==> config.mk <==
export PLATFORM = sky130hd
export DESIGN_NAME = rf_reader_status_regs
export DESIGN_NICKNAME = d
export VERILOG_FILES = /design/src/logic/status_regs_pkg.sv /design/src/logic/rf_reader_status_regs.sv
export VERILOG_INCLUDE_DIRS = /design/src /design/src/logic
export SDC_FILE = /design/constraint.sdc
export NUM_CORES = 1
export LEC_CHECK = 0
export BUFFER_PORTS_ARGS = -buffer_cell sky130_fd_sc_hd__buf_2
export CORE_ASPECT_RATIO = 0.7
export CORE_MARGIN = 4
export CORE_UTILIZATION = 40
export CTS_CLUSTER_DIAMETER = 120
export DETAILED_ROUTE_END_ITERATION = 7
export PLACE_DENSITY = 0.67
export SYNTH_ARGS = -nofsm -noshare
export SYNTH_HDL_FRONTEND = slang
export SYNTH_SLANG_ARGS = --single-unit
==> constraint.sdc <==
create_clock -name CLK -period 3.9 [get_ports CLK]
set_clock_uncertainty 0.1 [all_clocks]
set_input_delay 0.39 -clock CLK [delete_from_list [all_inputs] [get_ports CLK]]
set_output_delay 0.39 -clock CLK [all_outputs]
set_load 0.05 [all_outputs]
==> src/logic/status_regs_defines.svh <==
/*
 Offsets, field positions and reset values of the status and result bank.
 Assumes it is included by bare name into the design file.
*/
`ifndef STATUS_REGS_DEFINES_SVH
`define STATUS_REGS_DEFINES_SVH

// ----------------------------------------
// Register offsets
// ----------------------------------------
`define OFS_ERROR_FLAGS        8'h0a
`define OFS_COLLISION_INDEX    8'h0b
`define OFS_COUNTER_NOW        8'h0c
`define OFS_CHECKSUM_LOW       8'h0d
`define OFS_CHECKSUM_HIGH      8'h0e

// ----------------------------------------
// Error flag bit positions
// ----------------------------------------
`define BIT_KEY_FORMAT_ERROR   6
`define BIT_NVM_RIGHTS_ERROR   5
`define BIT_QUEUE_OVERFLOW     4
`define BIT_CHECKSUM_ERROR     3
`define BIT_FRAME_START_ERROR  2
`define BIT_PARITY_FAIL        1
`define BIT_COLLISION          0

// ----------------------------------------
// Reset values
// ----------------------------------------
`define RST_ERROR_FLAGS        8'h40
`define RST_COLLISION_INDEX    8'h00
`define RST_QUEUE_LEVEL        8'h00

`endif

==> src/logic/status_regs_pkg.sv <==
/*
 Types shared by the status and result bank.
 Assumes the defines header sits beside it.
*/
package status_regs_pkg;

    typedef logic [7:0] byte_t;

    typedef enum logic [1:0] {
        CHECKSUM_8,
        CHECKSUM_16
    } checksum_mode_e;

endpackage : status_regs_pkg

==> src/logic/rf_reader_status_regs.sv <==
/*
 Read-only status and result registers of a contactless reader: error flags,
 first collision position, live timer count, checksum result bytes, plus the
 queue level that the overflow flag and the queue clear act upon.
 Assumes all event inputs are one-cycle pulses from logic on CLK.
*/
`timescale 1ns/1ps
`include "status_regs_defines.svh"

module rf_reader_status_regs
    import status_regs_pkg::*;
#(
    parameter int QUEUE_DEPTH = 64
) (
    input  wire logic                   CLK,
    input  wire logic                   RESET,
    input  wire logic [7:0]             ADDR,
    input  wire logic [7:0]             WDATA,
    input  wire logic                   WR,
    input  wire logic                   RD,
    output logic [7:0]                  RDATA,
    input  wire logic                   KEY_LOAD_START,
    input  wire logic                   KEY_FORMAT_BAD,
    input  wire logic                   NVM_CMD_START,
    input  wire logic                   NVM_RIGHTS_VIOLATION,
    input  wire logic                   QUEUE_WRITE,
    input  wire logic                   QUEUE_READ,
    input  wire logic                   QUEUE_CLEAR,
    input  wire logic                   RECEIVE_PREPARE,
    input  wire logic                   RX_CHECKSUM_CHECK_ENABLE,
    input  wire logic                   CHECKSUM_FAIL,
    input  wire logic                   FRAME_START_BAD,
    input  wire logic                   PARITY_BAD,
    input  wire logic                   COLLISION_SEEN,
    input  wire logic [7:0]             COLLISION_POS,
    input  wire logic                   TIMER_LOAD,
    input  wire logic [7:0]             TIMER_RELOAD,
    input  wire logic                   TIMER_TICK,
    input  wire logic [15:0]            CHECKSUM_VALUE,
    input  wire status_regs_pkg::checksum_mode_e CHECKSUM_MODE,
    input  wire logic                   CHECKSUM_READY,
    output logic [7:0]                  QUEUE_LEVEL,
    output logic                        QUEUE_FULL,
    output logic                        COUNTER_EXPIRED_IRQ
);
    import status_regs_pkg::*;

    // ----------------------------------------
    // Error flags
    // ----------------------------------------
    logic [6:0] error_flags;
    logic       queue_full_now;
    logic       overflow_event;
    logic       first_collision;
    logic       collision_taken;

    assign queue_full_now = QUEUE_FULL;
    // Overflow raised only when no clear lands the same cycle; clear empties the queue
    assign overflow_event = QUEUE_WRITE && queue_full_now && !QUEUE_CLEAR;

    // Set wins over clear for every flag except the overflow flag, where a queue clear in the same cycle wins
    always_ff @(posedge CLK or posedge RESET) begin
        if (RESET) begin
            error_flags <= 7'(`RST_ERROR_FLAGS);
        end else begin
            if (KEY_FORMAT_BAD)
                error_flags[`BIT_KEY_FORMAT_ERROR] <= 1'b1;
            else if (KEY_LOAD_START)
                error_flags[`BIT_KEY_FORMAT_ERROR] <= 1'b0;
            if (NVM_RIGHTS_VIOLATION)
                error_flags[`BIT_NVM_RIGHTS_ERROR] <= 1'b1;
            else if (NVM_CMD_START)
                error_flags[`BIT_NVM_RIGHTS_ERROR] <= 1'b0;
            if (overflow_event)
                error_flags[`BIT_QUEUE_OVERFLOW] <= 1'b1;
            else if (QUEUE_CLEAR)
                error_flags[`BIT_QUEUE_OVERFLOW] <= 1'b0;
            if (RX_CHECKSUM_CHECK_ENABLE && CHECKSUM_FAIL)
                error_flags[`BIT_CHECKSUM_ERROR] <= 1'b1;
            else if (RECEIVE_PREPARE)
                error_flags[`BIT_CHECKSUM_ERROR] <= 1'b0;
            if (FRAME_START_BAD)
                error_flags[`BIT_FRAME_START_ERROR] <= 1'b1;
            else if (RECEIVE_PREPARE)
                error_flags[`BIT_FRAME_START_ERROR] <= 1'b0;
            if (PARITY_BAD)
                error_flags[`BIT_PARITY_FAIL] <= 1'b1;
            else if (RECEIVE_PREPARE)
                error_flags[`BIT_PARITY_FAIL] <= 1'b0;
            if (COLLISION_SEEN)
                error_flags[`BIT_COLLISION] <= 1'b1;
            else if (RECEIVE_PREPARE)
                error_flags[`BIT_COLLISION] <= 1'b0;
        end
    end

    // ----------------------------------------
    // First collision position
    // ----------------------------------------
    logic [7:0] collision_bit_index;

    // Later collisions in the same frame are ignored until the next preparation
    assign first_collision = COLLISION_SEEN && !collision_taken;

    always_ff @(posedge CLK or posedge RESET) begin
        if (RESET) begin
            collision_taken     <= 1'b0;
            collision_bit_index <= `RST_COLLISION_INDEX;
        end else begin
            if (first_collision) begin
                collision_taken     <= 1'b1;
                collision_bit_index <= COLLISION_POS;
            end else if (RECEIVE_PREPARE) begin
                collision_taken <= 1'b0;
            end
        end
    end

    // ----------------------------------------
    // Timer counter
    // ----------------------------------------
    // Count is cleared here only to keep simulation free of unknowns
    logic [7:0] counter_now;

    always_ff @(posedge CLK or posedge RESET) begin
        if (RESET) begin
            counter_now <= 8'h00;
        end else if (TIMER_LOAD) begin
            counter_now <= TIMER_RELOAD;
        end else if (TIMER_TICK && counter_now != 8'h00) begin
            counter_now <= counter_now - 8'h01;
        end
    end

    always_ff @(posedge CLK or posedge RESET) begin
        if (RESET)
            COUNTER_EXPIRED_IRQ <= 1'b0;
        else
            COUNTER_EXPIRED_IRQ <= !TIMER_LOAD && TIMER_TICK && counter_now == 8'h01;
    end

    // ----------------------------------------
    // Queue level
    // ----------------------------------------
    // Full is a flop fed from the next level, so the pin never glitches
    logic [7:0] next_queue_level;

    always_comb begin
        next_queue_level = QUEUE_LEVEL;
        if (QUEUE_CLEAR) begin
            next_queue_level = `RST_QUEUE_LEVEL;
        end else begin
            case ({QUEUE_WRITE && !queue_full_now, QUEUE_READ && QUEUE_LEVEL != 8'h00})
                2'b10:   next_queue_level = QUEUE_LEVEL + 8'h01;
                2'b01:   next_queue_level = QUEUE_LEVEL - 8'h01;
                default: next_queue_level = QUEUE_LEVEL;
            endcase
        end
    end

    always_ff @(posedge CLK or posedge RESET) begin
        if (RESET)
            QUEUE_LEVEL <= `RST_QUEUE_LEVEL;
        else
            QUEUE_LEVEL <= next_queue_level;
    end

    always_ff @(posedge CLK or posedge RESET) begin
        if (RESET)
            QUEUE_FULL <= 1'b0;
        else
            QUEUE_FULL <= ({24'h0, next_queue_level} == QUEUE_DEPTH);
    end

    // ----------------------------------------
    // Read port
    // ----------------------------------------
    // WR is never decoded: these registers are read-only
    byte_t next_rdata;

    always_comb begin
        next_rdata = 8'h00;
        unique case (ADDR)
            `OFS_ERROR_FLAGS:     next_rdata = {1'b0, error_flags};
            `OFS_COLLISION_INDEX: next_rdata = collision_bit_index;
            `OFS_COUNTER_NOW:     next_rdata = counter_now;
            `OFS_CHECKSUM_LOW:    next_rdata = CHECKSUM_VALUE[7:0];
            `OFS_CHECKSUM_HIGH:   next_rdata = (CHECKSUM_MODE == CHECKSUM_16) ?
                                               CHECKSUM_VALUE[15:8] : 8'h00;
            default:              next_rdata = 8'h00;
        endcase
    end

    always_ff @(posedge CLK or posedge RESET) begin
        if (RESET)
            RDATA <= 8'h00;
        else if (RD)
            RDATA <= next_rdata;
        else
            RDATA <= 8'h00;
    end
endmodule : rf_reader_status_regs

==> impl_metrics.tcl, run 1 <==
set metrics [dict create \
    status "finished clean" \
    die_w_um 101 \
    gp_congestion 0.889 \
    dpl.hpwl_um 4750 \
    rr_worst_depth 9 \
    cts_tree "done" \
    finalSetupViolations 0 \
    yosysUniqueCellTypes 45 \
    wl_per_cell_um 15.2 \
    endpoint "QUEUE_FULL" \
    syn_nets 330 \
    postRouteAntennaNets 0 \
    cts_setup_buffers 0 \
    vias 2112 \
    grt_antenna_before_repair 0 \
    clockBufferDepth 2 \
    first_global_vias 1986 \
    setup.worst_path.start_class "flop" \
    grt_overflow 0 \
    area_growth_pct 21.9 \
    max_slew.worst_pin.slew_ps 758 \
    finalWirelength_um 6060 \
    fmax_mhz 325 \
    fp.dieH_um 73.2 \
    portBuffers 77 \
    root_buffer "clkbuf_8" \
    period_share 0.790 \
    r2r_slack_ps 820 \
    synth-seq-area-share 0.433 \
    syn_area_per_cell_um2 9.76 \
    async_flop_share 1.00 \
    required_ps 3990 \
    grtUsageTotal 0.170 \
    rsz0062_at_grt "no" \
    timing.final.max_slew_violations 0 \
    max_slew_margin 0.494 \
    drc 0 \
    rr_endpoint "QUEUE_FULL" \
    grt_pass1_wl_um 9830 \
    maxCapViolCount 0 \
    diodes 0 \
    clock_sinks 42 \
    period_needed_ps 3080 \
    initial_core_util 0.418 \
    timing_hold_violations_final 0 \
    synth-main-ff-cell "dfrtp_1" \
    cts_hold_buf 0 \
    setup-tns-final_ps 0 \
    postCtsResizedCells 0 \
    cp_max_fo 13 \
    p_leak_uw 0.00147 \
    nNetsFinal 404 \
    timing.rr.start "QUEUE_LEVEL[7]" \
    total_power_uw 1640 \
    synth_edf_count 0 \
    clock_latency_ps 290 \
    grt_max_degree 43 \
    synth_seq_cells 42 \
    cp.arrival_ps 3180 \
    crit_start "QUEUE_LEVEL[7]" \
    viasPerCell 5.29 \
    drt-initial-drc-count 115 \
    io_pins 88 \
    rows 23 \
    peakVddDrop_v 0.000258 \
    power_density_mw_per_mm2 552 \
    yosys_warnings 0 \
    cp-end-kind "flop" \
    core_mm2 0.00581 \
    dieArea_mm2 0.00741 \
    hold_path_class "in -> async" \
    numCtsBuffers 5 \
    path_clk_slew_ps 80 \
    synth_cells 249 \
    netlist_area_mm2 0.00243 \
    drive_gt1_frac 0.312 \
    critical_path_class "reg -> reg" \
    htreeDepth 2 \
    first_pass_iters 4 \
]
-- cell usage after synthesis (all sizes together), types with 6 or more instances --
cell	number	area (µm²)
clkbuf	11	41.3
dfrtp	41	1030
ha	10	125
mux2	9	101
a21oi	13	65.1
inv	13	48.8
a22oi	6	45.0
nor2	16	60.1
nor3	6	30.0
xnor2	6	52.6
a22o	15	131
a21o	8	60.1
nand2	23	86.3
o21ai	13	65.1
-- layout make-up --
cell class,instances,area (µm²)
Clock buffer,6,72.6
Clock inverter,2,13.8
Fill cell,578,2850
Inverter,13,48.8
Multi-Input combinational cell,183,1290
Sequential cell,42,1050
Tap cell,75,93.8
Timing Repair Buffer,78,393
-- state kept, by name, indices dropped and copies added, names as in the netlist --
name and count:
QUEUE_FULL 1, RDATA 8, QUEUE_LEVEL 8, counter_now 8
collision_bit_index 8, COUNTER_EXPIRED_IRQ 1, collision_taken 1, error_flags 7
-- cells by family (layout without fill, tap and decap cells) --
kind of cell             after synthesis  after routing  synth area share
buffers and inverters                 24             99            0.0371
flip-flops                            42             42             0.433
multiplexers                          12             12            0.0540
XOR/XNOR                              10             10            0.0360
AO/OA/AOI/OAI                         73             73             0.216
AND/OR/NAND/NOR                       77             77             0.164
adder cells (fa/ha/maj)               11             11            0.0597
-- where the power goes --
part | switching [µW] | total [µW] | internal [µW]
combinational | 474 | 766 | 293
clock | 151 | 277 | 126
sequential | 83.7 | 592 | 509
total | 708 | 1640 | 928
-- how the worst min path moves through the flow --
stage / start / endpoint / slack, ps / cells after the start
after detailed placement: collision_taken / collision_taken / 370 / 1
after global routing: RESET / RDATA[5] / 180 / 3
after CTS: RESET / RDATA[5] / 130 / 3
after floorplan: error_flags[0] / error_flags[0] / 350 / 1
after global placement: collision_taken / collision_taken / 360 / 1
final: RESET / error_flags[1] / 120 / 3
-- cell usage in the layout, fill, tap and decap left out, drive strengths merged, types with 3 or more instances in the layout --
cell and instances:
a22oi 6, a21oi 13, nand2 23, inv 13, dfrtp 41, nor2b 4
nor4 3, buf 78, xor2 4, nor2 16, a22o 15, ha 10
nor3b 3, xnor2 6, o21ai 13, nor4b 4, and2 3, a21o 8
clkbuf 6, mux2i 3, nand3 4, nor3 6, mux2 9
-- worst max-delay path: stages, from the launching register on --
cell and delay (ps):
dfrtp_1 480, nor4_1 260, a31oi_1 130, ha_1 390, ha_1 410, a21oi_1 310, a21boi_0 190, o21a_1 200
o211a_1 230, nor4b_1 290
-- routing by layer --
| layer | vias to the layer above | wire [µm] | global-route usage |
|---|---|---|---|
| met4 | 0 | 45 | 0.0383 |
| li1 | 1060 | - | - |
| met1 | 978 | 3110 | 0.264 |
| met3 | 4 | 478 | 0.0544 |
| met5 | - | 0 | 0 |
| met2 | 70 | 2420 | 0.226 |
-- stage by stage --
stage / worst slack, ps / cells / utilization / hold WS [ps] / cell area, µm²
2_1_floorplan: 817 / 249 / - / 350 / 2430
3_3_place_gp: 901 / 391 / 0.495 / 359 / 2880
3_5_place_dp: 839 / 391 / 0.495 / 367 / 2880
4_1_cts: 831 / 399 / 0.510 / 134 / 2960
5_1_grt: 566 / 399 / 0.510 / 179 / 2960
6_report: 819 / 399 / 0.510 / 116 / 2960
No activity file was read; power rests on OpenSTA's default activity.
==> inputs of run 2 (changes only) <==
--- a/config.mk
+++ b/config.mk
@@ -12,7 +12,7 @@
 export CORE_UTILIZATION = 40
 export CTS_CLUSTER_DIAMETER = 120
 export DETAILED_ROUTE_END_ITERATION = 7
-export PLACE_DENSITY = 0.67
+export PLACE_DENSITY = 0.69
 export SYNTH_ARGS = -nofsm -noshare
 export SYNTH_HDL_FRONTEND = slang
 export SYNTH_SLANG_ARGS = --single-unit
==> constraint.sdc (replaced) <==
create_clock -name CLK -period 2.8 [get_ports CLK]
set_clock_uncertainty 0.1 [all_clocks]
set_input_delay 0.28 -clock CLK [delete_from_list [all_inputs] [get_ports CLK]]
set_output_delay 0.28 -clock CLK [all_outputs]
set_load 0.05 [all_outputs]
==> run 2 against run 1 <==
  * Via count is 3.9% higher
  * Power is 63% higher
  * Sequential share of layout area is 2.2 points lower
  * Hold slack worse by 61 ps
  * Non-clock buffer count is 12 higher
  * Setup slack worse by 780 ps
  * Design area is 7.3% higher
  * Count of clock-buffer cells in the layout stayed put
  * Flip-flop and latch count stayed put
  * Largest cell class unchanged
==> impl_metrics.tcl, run 2 (same netlist as run 1, synthesis figures left out) <==
set metrics [dict create \
    die_w_um 101 \
    fin_area_mm2 0.00318 \
    hold_path_class "in -> reg" \
    root_buffer "clkbuf_8" \
    drive_gt1_frac 0.384 \
    first_global_vias 2147 \
    cp_slowest_cell "a2111oi_1" \
    final_cell_mix "buf_2, dfrtp_1, nand2_1" \
    postRouteAntennaNets 0 \
    viasPerCell 5.34 \
    cp.arrival_ps 2850 \
    rr_worst_depth 9 \
    cts_tree "done" \
    p_switching_uw 1140 \
    period_needed_ps 2760 \
    seqPwrFrac 0.308 \
    timing.final.max_slew_violations 0 \
    core_mm2 0.00581 \
    clockBufferDepth 2 \
    period_share 0.985 \
    dpl.hpwl_um 4960 \
    fmax_mhz 362 \
    max_slew_margin 0.379 \
    grt_overflow 0 \
    path_clk_slew_ps 90 \
    slowest_delay_ps 510 \
    diodes 0 \
    clock_latency_ps 300 \
    dp_worst_setup_slack_ps 136 \
    io_pins 88 \
    grt_max_degree 25 \
    max_slew.worst_pin.slew_ps 931 \
    peakVddDrop_v 0.000520 \
    finalWirelength_um 6680 \
    timing_hold_violations_final 0 \
    total_power_uw 2670 \
    setup.worst_path.start_class "flop" \
    r2r_slack_ps 40 \
    crit_chain "nor4_4, a31oi_2, ha_4, ha_1, a21o_1, a2111oi_1, a211oi_2, o2111ai_1, nor4b_2" \
    maxCapViolCount 0 \
    fin_util 0.547 \
    finalSetupViolations 0 \
    first_pass_iters 4 \
    clkPwrFrac 0.151 \
    finalWorstSetupSlack_ps 41.3 \
    grtUsageTotal 0.180 \
    grt_pass1_wl_um 10400 \
    swShare 0.428 \
    initial_core_util 0.418 \
    power.internal_uw 1530 \
    dieArea_mm2 0.00741 \
    vias 2194 \
    gp_congestion 0.832 \
    fp.dieH_um 73.2 \
    wl_per_cell_um 16.3 \
    status "finished clean" \
    critical_path_class "reg -> reg" \
    numCtsBuffers 5 \
    drc 0 \
    final_common_cell "buf_2" \
    nNetsFinal 416 \
    portBuffers 77 \
    power_density_mw_per_mm2 840 \
    grt_antenna_before_repair 0 \
    clock_sinks 42 \
    area_growth_pct 30.7 \
    placed_area_mm2 0.00297 \
    drt-initial-drc-count 132 \
    cts_hold_buf 0 \
    required_ps 2890 \
    cp_max_fo 7 \
    rows 23 \
    cp-end-kind "flop" \
    p_leak_uw 0.00152 \
    holdPathStages 2 \
    comb_power_share 0.541 \
    htreeDepth 2 \
    holdWs_ps 55.2 \
]
## run 2: cell type report
cell class	instances	area (µm²)
Tap cell	75	93.8
Timing Repair Buffer	90	487
Clock buffer	6	72.6
Fill cell	543	2640
Clock inverter	2	13.8
Multi-Input combinational cell	183	1410
Sequential cell	42	1060
Inverter	13	48.8
## run 2: routing by layer
metal / wire length [µm] / track usage / vias up
met5: 0 / 0 / -
met4: 36 / 0.0354 / 0
met3: 502 / 0.0497 / 4
met2: 2860 / 0.262 / 78
met1: 3280 / 0.268 / 1030
li1: - / - / 1082
## run 2: worst paths after layout
| path | start | end |
|---|---|---|
| setup / recovery | QUEUE_LEVEL[6] | QUEUE_FULL |
| hold / removal | FRAME_START_BAD | error_flags[2] |
| setup reg to reg | QUEUE_LEVEL[6] | QUEUE_FULL |
| hold reg to reg | collision_taken | collision_taken |
| max in group asynchronous | RESET | RDATA[4] |
| min in group asynchronous | RESET | QUEUE_LEVEL[1] |
## run 2: stage by stage
stage                     TNS [ps]  std cells
after floorplan                  0        249
after global placement           0        396
after detailed placement         0        396
after CTS                        0        404
after global routing         -88.9        411
final                            0        411
## run 2: what timing repair did
action | in CTS | in global routing
endpoints found under the setup margin | 0 | 1
gates resized for setup | 0 | 15
buffers inserted | 0 | 7
## run 2: critical path: cells and delay by family (launching register included)
kind / cells / cell delay [ps]
AO/OA/AOI/OAI: 5 / 1140
flip-flops: 1 / 440
adder cells (fa/ha/maj): 2 / 570
AND/OR/NAND/NOR: 2 / 400
## run 2: power by group through the flow
stage | logic (µW) | registers [µW] | clock network (µW)
floorplan | 766 | 985 | 0
global placement | 1210 | 819 | 0
detailed placement | 1240 | 821 | 0
CTS | 1240 | 810 | 417
global route | 1570 | 838 | 440
finish | 1440 | 823 | 404
